==> src/core_sfr_map.vh <==
/*
 * Core system-controller register map: direct addresses, status word
 * field positions, reset values and timing figures.
 * Assumes inclusion by bare name from the register bank modules.
 */
`ifndef CORE_SFR_MAP_VH
`define CORE_SFR_MAP_VH

// ==========================================================================
// Direct addresses
// ==========================================================================
`define ADDR_STACK_TOP      8'h81
`define ADDR_DATA_POINTER_16_LOW       8'h82
`define ADDR_DATA_POINTER_16_HIGH      8'h83
`define ADDR_POWER_CTRL     8'h87
`define ADDR_STATUS_FLAGS   8'hd0
`define ADDR_PRIMARY_OP     8'he0
`define ADDR_SECOND_OP      8'hf0

// ==========================================================================
// Status word fields
// ==========================================================================
`define SW_CARRY            7
`define SW_HALF_CARRY       6
`define SW_USER_ZERO        5
`define SW_BANK_HI          4
`define SW_BANK_LO          3
`define SW_SIGNED_RANGE     2
`define SW_USER_ONE         1
`define SW_PARITY           0

// ==========================================================================
// Power control fields
// ==========================================================================
`define PC_STOP_SEL         1
`define PC_IDLE_SEL         0

// ==========================================================================
// Reset values
// ==========================================================================
`define RST_STACK_TOP       8'h07
`define RST_BYTE            8'h00
`define RST_FETCH_ADDR      16'h0000

// ==========================================================================
// Arithmetic operation codes on the flag update port
// ==========================================================================
`define OP_NONE             3'h0
`define OP_SUM              3'h1
`define OP_SUM_CARRY        3'h2
`define OP_DIFF_BORROW      3'h3
`define OP_PRODUCT          3'h4
`define OP_QUOTIENT         3'h5

// ==========================================================================
// Timing
// ==========================================================================
`define CLK_PERIOD_NS       10
`define LOST_CLK_TIMEOUT_US 100
`define LOST_CLK_CYCLES     ((`LOST_CLK_TIMEOUT_US * 1000) / `CLK_PERIOD_NS)

`endif

==> src/core_sfr_bank.v <==
/*
 * Core system-controller register bank: stack pointer, data pointer,
 * status word, primary and second operand registers, power control.
 * Software reaches the registers by direct address, bytewise or, for
 * addresses ending in 0x0 or 0x8, bitwise. The surrounding core supplies
 * the execution strobes (stack store, arithmetic results, interrupt
 * return) and consumes the halt and oscillator controls.
 */
// Functional notes
// - Stack pointer increments before each stack store
// - Stack pointer resets to 0x07
// - Low and high bytes form 16-bit data pointer
// - Carry set on carry or borrow, else cleared
// - Half carry tracks nibble carry or borrow
// - Two user flags are plain storage bits
// - Bank select bits pick register bank base
// - Signed range set on overflow, big product, zero divisor
// - Signed range cleared by those ops otherwise
// - Parity bit is odd parity of primary operand
// - Idle select write halts CPU after instruction
// - Registers hold their contents during idle
// - Enabled interrupt ends idle, clears select bit
// - Return resumes after instruction that set idle
// - Reset ends idle or stop, fetch from 0x0000
// - Watchdog reset ends idle when enabled
// - Stop select write stops oscillator and CPU
// - Interrupts do not wake from stop
// - Lost clock detector reset ends stop
// - Power select bits act on one, read zero
// - Bit access only at addresses ending 0x0/0x8
`timescale 1ns/1ns
`include "core_sfr_map.vh"

module core_sfr_bank (
    input  wire        CLK_SYS,         // System clock
    input  wire        RST_N,           // Synchronous reset, active low
    input  wire [7:0]  SFR_ADDR,        // Direct address of the access
    input  wire        SFR_WR,          // Byte write strobe
    input  wire        SFR_RD,          // Byte read strobe
    input  wire [7:0]  SFR_WDATA,       // Byte write data
    input  wire        BIT_WR,          // Bit write strobe
    input  wire        BIT_RD,          // Bit read strobe
    input  wire [2:0]  BIT_POS,         // Bit position within byte
    input  wire        BIT_WDATA,       // Bit write value
    input  wire        STACK_STORE,     // Stack store operation
    input  wire        STACK_LOAD,      // Stack load operation
    input  wire [2:0]  ARITH_OP,        // Arithmetic op executed this cycle
    input  wire [7:0]  ARITH_RESULT,    // Result to place in primary operand
    input  wire        ARITH_WR_B,      // Op also writes the second operand
    input  wire [7:0]  ARITH_RESULT_B,  // Result for the second operand
    input  wire        IRQ_PENDING,     // Enabled interrupt asserted
    input  wire        IRQ_RETURN,      // Interrupt return executed
    output reg  [7:0]  SFR_RDATA,       // Byte read data
    output reg         RD_VALID,        // Read data valid pulse
    output reg         BIT_RDATA,       // Bit read data
    output reg  [7:0]  STACK_ADDR,      // Address for the stack store
    output reg  [15:0] DATA_POINTER_16_ADDR,       // 16-bit data pointer
    output reg  [4:0]  BANK_BASE,       // Base of the active register bank
    output reg         CPU_HALT,        // CPU clock gated
    output reg         OSC_STOP,        // Internal oscillator stopped
    output reg         IDLE_WAKE,       // Idle ended by interrupt, pulse
    output reg         RESUME_NEXT,     // Return from waking interrupt, pulse
    output reg  [15:0] FETCH_ADDR       // Fetch address after reset
);

    // ======================================================================
    // Storage
    // ======================================================================
    reg [7:0] sp_r;             // Stack top pointer
    reg [7:0] dpl_r;            // Data pointer low byte
    reg [7:0] dph_r;            // Data pointer high byte
    reg [7:0] sw_r;             // Status word; parity bit unused here
    reg [7:0] acc_r;            // Primary operand register
    reg [7:0] b_r;              // Second operand register
    reg       woke_r;           // Inside the interrupt that ended idle
    reg [7:0] rd_byte;          // Combinational read mux
    reg [7:0] wr_byte;          // Merged byte after a bit write
    reg       wr_any;           // Byte or bit write to this address
    reg [7:0] sw_nxt;           // Next status word

    wire       arith_op;
    wire       carry_new;
    wire       half_new;
    wire       range_new;
    wire       carry_valid;
    wire       cpu_halt_w;
    wire       osc_stop_w;
    wire       wake_w;
    wire       parity = ^acc_r;
    wire       pc_wr = SFR_WR && (SFR_ADDR == `ADDR_POWER_CTRL);

    // Bit access is only legal where the low nibble is 0x0 or 0x8
    function bit_capable;
        input [7:0] addr;
        begin
            bit_capable = (addr[2:0] == 3'h0);
        end
    endfunction

    // ======================================================================
    // Submodules
    // ======================================================================
    flag_calc u_flags (
        .op_code     (ARITH_OP),
        .op_a        (acc_r),
        .op_b        (b_r),
        .carry_in    (sw_r[`SW_CARRY]),
        .arith_op    (arith_op),
        .carry_out   (carry_new),
        .half_out    (half_new),
        .range_out   (range_new),
        .carry_valid (carry_valid)
    );

    // Reserved power control bits are ignored; software keeps them zero
    power_fsm u_power (
        .CLK_SYS     (CLK_SYS),
        .RST_N       (RST_N),
        .idle_req    (pc_wr && SFR_WDATA[`PC_IDLE_SEL]),
        .stop_req    (pc_wr && SFR_WDATA[`PC_STOP_SEL]),
        .irq_pending (IRQ_PENDING),
        .cpu_halt_r  (cpu_halt_w),
        .osc_stop_r  (osc_stop_w),
        .wake_r      (wake_w)
    );

    // ======================================================================
    // Write path: byte write or read-modify-write of one bit
    // ======================================================================
    always @* begin
        // Read mux kept inline so that @* sees every register it reads;
        // power select bits always read zero
        case (SFR_ADDR)
            `ADDR_STACK_TOP:    rd_byte = sp_r;
            `ADDR_DATA_POINTER_16_LOW:     rd_byte = dpl_r;
            `ADDR_DATA_POINTER_16_HIGH:    rd_byte = dph_r;
            `ADDR_POWER_CTRL:   rd_byte = 8'h00;
            `ADDR_STATUS_FLAGS: rd_byte = {sw_r[7:1], parity};
            `ADDR_PRIMARY_OP:   rd_byte = acc_r;
            `ADDR_SECOND_OP:    rd_byte = b_r;
            default:            rd_byte = 8'h00;
        endcase
        wr_byte = SFR_WDATA;
        wr_any  = SFR_WR;
        if (BIT_WR && bit_capable(SFR_ADDR)) begin
            wr_byte          = rd_byte;
            wr_byte[BIT_POS] = BIT_WDATA;
            wr_any           = 1'b1;
        end
    end

    // ======================================================================
    // Status word next value: software write, then arithmetic flags
    // ======================================================================
    always @* begin
        sw_nxt = sw_r;
        if (wr_any && SFR_ADDR == `ADDR_STATUS_FLAGS) begin
            // User flags and bank select are plain storage
            sw_nxt = {wr_byte[7:1], 1'b0};
        end
        // Hardware results take priority over a software write
        if (arith_op && !cpu_halt_w) begin
            sw_nxt[`SW_SIGNED_RANGE] = range_new;
            if (carry_valid) begin
                sw_nxt[`SW_CARRY]      = carry_new;
                sw_nxt[`SW_HALF_CARRY] = half_new;
            end
        end
    end

    // ======================================================================
    // Registers; nothing changes while the CPU is halted
    // ======================================================================
    always @(posedge CLK_SYS) begin
        if (!RST_N) begin
            sp_r   <= `RST_STACK_TOP;
            dpl_r  <= `RST_BYTE;
            dph_r  <= `RST_BYTE;
            sw_r   <= `RST_BYTE;
            acc_r  <= `RST_BYTE;
            b_r    <= `RST_BYTE;
            woke_r <= 1'b0;
        end else if (!cpu_halt_w) begin
            sw_r <= sw_nxt;
            // Pointer moves first so the store lands on the new top
            if (STACK_STORE) begin
                sp_r <= sp_r + 8'h01;
            end else if (STACK_LOAD) begin
                sp_r <= sp_r - 8'h01;
            end else if (wr_any && SFR_ADDR == `ADDR_STACK_TOP) begin
                sp_r <= wr_byte;
            end
            if (wr_any && SFR_ADDR == `ADDR_DATA_POINTER_16_LOW) begin
                dpl_r <= wr_byte;
            end
            if (wr_any && SFR_ADDR == `ADDR_DATA_POINTER_16_HIGH) begin
                dph_r <= wr_byte;
            end
            if (arith_op) begin
                acc_r <= ARITH_RESULT;
            end else if (wr_any && SFR_ADDR == `ADDR_PRIMARY_OP) begin
                acc_r <= wr_byte;
            end
            if (arith_op && ARITH_WR_B) begin
                b_r <= ARITH_RESULT_B;
            end else if (wr_any && SFR_ADDR == `ADDR_SECOND_OP) begin
                b_r <= wr_byte;
            end
            // Remember that the running handler is the one that ended idle
            if (wake_w) begin
                woke_r <= 1'b1;
            end else if (IRQ_RETURN) begin
                woke_r <= 1'b0;
            end
        end
    end

    // ======================================================================
    // Registered outputs
    // ======================================================================
    always @(posedge CLK_SYS) begin
        if (!RST_N) begin
            SFR_RDATA   <= 8'h00;
            RD_VALID    <= 1'b0;
            BIT_RDATA   <= 1'b0;
            STACK_ADDR  <= `RST_STACK_TOP;
            DATA_POINTER_16_ADDR   <= 16'h0000;
            BANK_BASE   <= 5'h00;
            CPU_HALT    <= 1'b0;
            OSC_STOP    <= 1'b0;
            IDLE_WAKE   <= 1'b0;
            RESUME_NEXT <= 1'b0;
            FETCH_ADDR  <= `RST_FETCH_ADDR;
        end else begin
            SFR_RDATA  <= SFR_RD ? rd_byte : 8'h00;
            RD_VALID   <= SFR_RD || (BIT_RD && bit_capable(SFR_ADDR));
            BIT_RDATA  <= BIT_RD && bit_capable(SFR_ADDR) && rd_byte[BIT_POS];
            STACK_ADDR <= sp_r;
            DATA_POINTER_16_ADDR  <= {dph_r, dpl_r};
            BANK_BASE  <= {sw_r[`SW_BANK_HI], sw_r[`SW_BANK_LO], 3'h0};
            CPU_HALT   <= cpu_halt_w;
            OSC_STOP   <= osc_stop_w;
            IDLE_WAKE  <= wake_w;
            // Core continues at the instruction after the idle write
            RESUME_NEXT <= woke_r && IRQ_RETURN;
            FETCH_ADDR <= `RST_FETCH_ADDR;
        end
    end

endmodule // core_sfr_bank

==> src/flag_calc.v <==
/*
 * Flag calculator: carry, half carry and signed range results of the
 * arithmetic operations, computed combinationally from the operands.
 * Assumes operands and operation code are held stable for one cycle.
 */
`timescale 1ns/1ns
`include "core_sfr_map.vh"

module flag_calc (
    input  wire [2:0] op_code,      // Operation being executed
    input  wire [7:0] op_a,         // Primary operand
    input  wire [7:0] op_b,         // Second operand
    input  wire       carry_in,     // Current carry for carry/borrow forms
    output reg        arith_op,     // Operation touches the flags
    output reg        carry_out,    // New carry
    output reg        half_out,     // New half carry
    output reg        range_out,    // New signed range flag
    output reg        carry_valid   // Carry/half carry are updated
);

    // Nibble and byte sums with an extra bit for the carry out
    reg [4:0]  lo_sum;
    reg [8:0]  full_sum;
    reg [15:0] prod;
    reg        cin;

    // ======================================================================
    // Flag results per operation
    // ======================================================================
    always @* begin
        cin         = (op_code == `OP_SUM) ? 1'b0 : carry_in;
        lo_sum      = 5'h00;
        full_sum    = 9'h000;
        prod        = {8'h00, op_a} * {8'h00, op_b};
        arith_op    = 1'b0;
        carry_out   = 1'b0;
        half_out    = 1'b0;
        range_out   = 1'b0;
        carry_valid = 1'b0;
        case (op_code)
            `OP_SUM, `OP_SUM_CARRY: begin
                lo_sum      = {1'b0, op_a[3:0]} + {1'b0, op_b[3:0]} + {4'h0, cin};
                full_sum    = {1'b0, op_a} + {1'b0, op_b} + {8'h00, cin};
                arith_op    = 1'b1;
                carry_valid = 1'b1;
                carry_out   = full_sum[8];
                half_out    = lo_sum[4];
                // Same signs in, other sign out
                range_out   = (op_a[7] == op_b[7]) && (full_sum[7] != op_a[7]);
            end
            `OP_DIFF_BORROW: begin
                lo_sum      = {1'b0, op_a[3:0]} - {1'b0, op_b[3:0]} - {4'h0, cin};
                full_sum    = {1'b0, op_a} - {1'b0, op_b} - {8'h00, cin};
                arith_op    = 1'b1;
                carry_valid = 1'b1;
                carry_out   = full_sum[8];
                half_out    = lo_sum[4];
                range_out   = (op_a[7] != op_b[7]) && (full_sum[7] != op_a[7]);
            end
            `OP_PRODUCT: begin
                arith_op    = 1'b1;
                range_out   = (prod[15:8] != 8'h00);
            end
            `OP_QUOTIENT: begin
                arith_op    = 1'b1;
                range_out   = (op_b == 8'h00);
            end
            default: begin
                arith_op    = 1'b0;
            end
        endcase
    end

endmodule // flag_calc

==> src/power_fsm.v <==
/*
 * Power state machine: run, idle and stop. Idle leaves on an enabled
 * interrupt; stop only on reset, which the synchronous reset handles.
 * Assumes the write strobe marks the completion of the writing instruction.
 */
`timescale 1ns/1ns
`include "core_sfr_map.vh"

module power_fsm (
    input  wire CLK_SYS,        // System clock
    input  wire RST_N,          // Synchronous reset, active low
    input  wire idle_req,       // Write of one to the idle select bit
    input  wire stop_req,       // Write of one to the stop select bit
    input  wire irq_pending,    // An enabled interrupt is asserted
    output reg  cpu_halt_r,     // CPU clock gated
    output reg  osc_stop_r,     // Internal oscillator and digital logic off
    output reg  wake_r          // One-cycle pulse: idle ended by interrupt
);

    // One-hot states
    localparam [2:0] ST_RUN  = 3'b001;
    localparam [2:0] ST_IDLE = 3'b010;
    localparam [2:0] ST_STOP = 3'b100;

    reg [2:0] state_r;          // Current power state
    reg [2:0] state_nxt;        // Next power state

    // ======================================================================
    // Next state
    // ======================================================================
    always @* begin
        state_nxt = state_r;
        case (state_r)
            ST_RUN: begin
                // Stop wins when both are written together
                if (stop_req) begin
                    state_nxt = ST_STOP;
                end else if (idle_req) begin
                    state_nxt = ST_IDLE;
                end
            end
            ST_IDLE: begin
                if (irq_pending) begin
                    state_nxt = ST_RUN;
                end
            end
            ST_STOP: begin
                // Interrupts cannot wake: only reset leaves stop
                state_nxt = ST_STOP;
            end
            default: begin
                state_nxt = ST_RUN;
            end
        endcase
    end

    // ======================================================================
    // State and outputs; reset ends idle and stop alike
    // ======================================================================
    always @(posedge CLK_SYS) begin
        if (!RST_N) begin
            state_r    <= ST_RUN;
            cpu_halt_r <= 1'b0;
            osc_stop_r <= 1'b0;
            wake_r     <= 1'b0;
        end else begin
            state_r    <= state_nxt;
            cpu_halt_r <= (state_nxt != ST_RUN);
            osc_stop_r <= (state_nxt == ST_STOP);
            wake_r     <= (state_r == ST_IDLE) && irq_pending;
        end
    end

endmodule // power_fsm

==> config.mk <==
export PLATFORM = sky130hd
export DESIGN_NAME = core_sfr_bank
export DESIGN_NICKNAME = d
export VERILOG_FILES = /design/src/core_sfr_bank.v /design/src/flag_calc.v /design/src/power_fsm.v
export VERILOG_INCLUDE_DIRS = /design/src
export SDC_FILE = /design/constraint.sdc
export NUM_CORES = 1
export LEC_CHECK = 0
export BUFFER_PORTS_ARGS = -buffer_cell sky130_fd_sc_hd__buf_2
export CAP_MARGIN = 5
export CORE_ASPECT_RATIO = 0.7
export CORE_UTILIZATION = 45
export CTS_CLUSTER_SIZE = 12
export DETAILED_ROUTE_END_ITERATION = 10
export GPL_ROUTABILITY_DRIVEN = 0
export PLACE_DENSITY = 0.66
export SLEW_MARGIN = 25
export SYNTH_ARGS = -nofsm -noshare
export SYNTH_HDL_FRONTEND = slang
export SYNTH_SLANG_ARGS = --single-unit
==> constraint.sdc <==
create_clock -name CLK_SYS -period 7.87 [get_ports CLK_SYS]
set_input_delay 0.3935 -clock CLK_SYS [delete_from_list [all_inputs] [get_ports CLK_SYS]]
set_output_delay 0.3935 -clock CLK_SYS [all_outputs]
set_load 0.1 [all_outputs]
==> out/results.ini <==
[critical_path]
crit_family=adder cells
r2r-start=acc_r[1]
worst_r2r_endpoint=sw_r[2]
required_ns=8.08
path_cells=nand2_1 > fa_1 > fa_1 > fa_1 > fa_1 > inv_1 > ha_1 > a211oi_1 > a21oi_1 > a211oi_1 > mux2i_1 > o2111ai_1 > o311ai_0 > a21oi_1
slowest_delay_ns=0.62
worst_path_most_repeated_cell=fa_1
worst-path-max-fanout=12
critPathBufInv=1
critPathSlowestCell=dfxtp_1
endpoint_kind=flip-flop
cp.arrival_ns=5.25
rrSetupSlack_ns=2.83
r2r_cells=14
start_kind=flip-flop
critPathKind=reg -> reg

[job]
maxCapViolCount=0

[grt]
grt_start_max_net_pins=104
grt_pass1_wl_um=30310
grt_util_all_layers_pct=24.09
first_global_vias=5503
antenna_found_initial=0
gr-total-overflow=0

[yosys]
synth_top_area_share_pct=26.58
synth_seq_area_share_pct=26.58
synth_area_leaders=dfxtp_1, fa_1, ha_1
yosysWarnings=0
ys.flop_type=dfxtp_1
synth_area_leader_cell=dfxtp_1
ys_ff_latch=94
syn_area_um2=7079
async_flop_share_pct=0
synth_edf_count=0
syn-mean-instance-area_um2=8.408
synth_cell_types=67
synthCells=842

[final_layout]
final_nets=1036
area_growth_pct=10.78
drive_above_1_share_pct=15.00
antennaDiodeCount=0
num-fill-cells=1405
multi_input_area_um2=4631
regArea_um2=1882

[run_status]
violations=DRC
status=finished, violations left

[die]
die_h_um=106.9
io_pins=109
core_region_area_um2=15050
core.rowCount=37
die_w_um=151.9
start_util_pct=47.05
die_area_um2=16250

[detailed_routing]
met2_length_um=7147
highest_layer=met4
wl_per_cell_um=17.60
met3WireLength_um=2222
totalWireLength_um=19280
viasPerCell=5.693
vias=6234
drtIter0Drc=740
drc=14
first_pass_iters=10
drtAntennaViolNets=0
drt-met1-wl_um=9707

[min_path]
hp-start=IRQ_PENDING
hold_path_class=in -> reg
min_path_cells=3
hold_end=u_power.wake_r

[clocking]
clock_path_buffers=2
cts_buffers=9
cts_tree=done
htreeDepth=3
cts_resized=0
cts_setup_buffers=0
clkSinkCount=94
cts-root-buf=clkbuf_16
clk_pin_slew_ns=0.07
postCtsHoldBufs=0
insertion_delay_ns=0.34

[power]
powerDensity_nw_per_um2=168.5
p_total_w=0.001322
p_leak_nw=3.574
ir_drop_uv=146.4

[sta]
finalSetupViolCount=0
rsz0062_at_grt=false
hold_viol=0
slew_viol_final=0
fmax_mhz=198.5
finClkSkew_ns=0.008520
fin_tns_setup_ns=0
tightest_slew_ns=0.9833
finalCriticalPeriod_ns=5.037
worst_slack_ns=2.833
maxSlewHeadroom_pct=34.36
fin_crit_sh_pct=64.01

[placed_design]
port_buffers=89
dp_slack_ns=2.859
hpwl_um=14910

[cells in the final DEF (no fill, tap or decap), types with 6 or more instances in the layout]
| cell type | instances |
|---|---|
| inv_1 | 73 |
| fa_1 | 37 |
| nor2b_1 | 20 |
| nor2_1 | 56 |
| ha_1 | 54 |
| dfxtp_1 | 94 |
| o21ai_0 | 36 |
| mux2i_1 | 16 |
| a21oi_1 | 32 |
| a211oi_1 | 6 |
| conb_1 | 19 |
| buf_4 | 6 |
| a22oi_1 | 13 |
| and2_1 | 59 |
| nor3_1 | 11 |
| clkbuf_16 | 9 |
| nand3_1 | 16 |
| buf_2 | 89 |
| nand2_1 | 77 |
| o221ai_1 | 6 |
| o22ai_1 | 21 |
| nand4_1 | 6 |
| xnor2_1 | 12 |
| o21a_1 | 7 |
| mux2_2 | 11 |
| o211ai_1 | 18 |
| nand2b_1 | 11 |
[worst register-to-register path: cells and delay by family, from the launching register on]
| family | cells | cell delay [ns] |
|---|---|---|
| and+or+nand+nor | 1 | 0.16 |
| buffers and inverters | 1 | 0.04 |
| muxes | 1 | 0.24 |
| adders and majority gates | 5 | 2.45 |
| DFF | 1 | 0.62 |
| AOI/OAI and AO/OA | 6 | 1.40 |
[where the power goes]
part           internal, W  switching [W]
Sequential        0.000491      0.0000376
Combinational     0.000109       0.000211
Clock             0.000281       0.000192
Total             0.000881       0.000441
[Yosys cell counts, types with 4 or more instances]
master    number
inv_1         73
a22oi_1       13
o21a_1         7
o21ai_0       36
o22ai_1       21
ha_1          54
mux2i_1       16
buf_2         11
clkbuf_1      36
o221ai_1       6
a211oi_1       6
a31oi_1        4
nor2_1        57
fa_1          37
o211ai_1      18
mux2_2        11
dfxtp_1       94
nor2b_1       20
a222oi_1       5
xnor2_1       12
nand3_1       16
a21oi_1       32
nor3_1        11
o22a_1         4
nand4_1        6
buf_4         20
nand2_1       77
nand2b_1      11
nor4_1         4
and2_1        59
nand3b_1       4
[registers in the layout, summed over array words and instances, names as in the netlist]
name,cells
DATA_POINTER_16_ADDR,16
SFR_RDATA,8
STACK_ADDR,8
acc_r,8
b_r,8
dph_r,8
dpl_r,8
sp_r,8
sw_r,7
u_power.state_r,3
BANK_BASE,2
BIT_RDATA,1
CPU_HALT,1
IDLE_WAKE,1
OSC_STOP,1
RD_VALID,1
RESUME_NEXT,1
u_power.cpu_halt_r,1
u_power.osc_stop_r,1
u_power.wake_r,1
woke_r,1
[layer usage]
layer  vias up  track usage (%)
met1      2907            38.87
met3        15            7.074
met4         0            4.373
met2       344            30.26
met5         -                0
li1       2968                -
[stage by stage]
step | util, % | cell area (um2) | instances | hold slack, ns
floorplan | - | 7147 | 860 | 0.4119
finish | 52.12 | 7843 | 1095 | 0.2727
detailed placement | 49.97 | 7518 | 1079 | 0.4299
global route | 52.12 | 7843 | 1095 | 0.2815
CTS | 52.11 | 7840 | 1095 | 0.2647
global placement | 49.97 | 7518 | 1079 | 0.4303
[layout make-up]
class | count | share of cell area (%)
flip-flops and latches | 94 | 23.99
inverters | 73 | 3.494
clock inverters | 6 | 1.181
well taps | 195 | 3.111
clock buffers | 10 | 2.920
multi-input cells | 622 | 59.05
repair buffers | 95 | 6.254
[worst max path at each step]
stage                  start  endpoint  slack [ns]  depth (start not counted)
global route        acc_r[1]   sw_r[2]        2.50                         14
finish              acc_r[1]   sw_r[2]        2.83                         14
CTS                 acc_r[1]   sw_r[2]        2.83                         14
detailed placement  acc_r[1]   sw_r[2]        2.86                         14
global placement    acc_r[1]   sw_r[2]        3.05                         14
floorplan           acc_r[1]   sw_r[2]        3.27                         15
[kinds of logic after synthesis]
logic type               after synthesis  synth area share [%]
AND/OR/NAND/NOR                      285                 20.73
AO/OA/AOI/OAI                        185                 17.76
buffers and inverters                144                 8.996
flip-flops                            94                 26.58
adder cells (fa/ha/maj)               91                 20.01
multiplexers                          27                 4.012
XOR/XNOR                              15                 1.856
other                                  1               0.05297
Note: power is estimated with default switching activity, not from simulation.
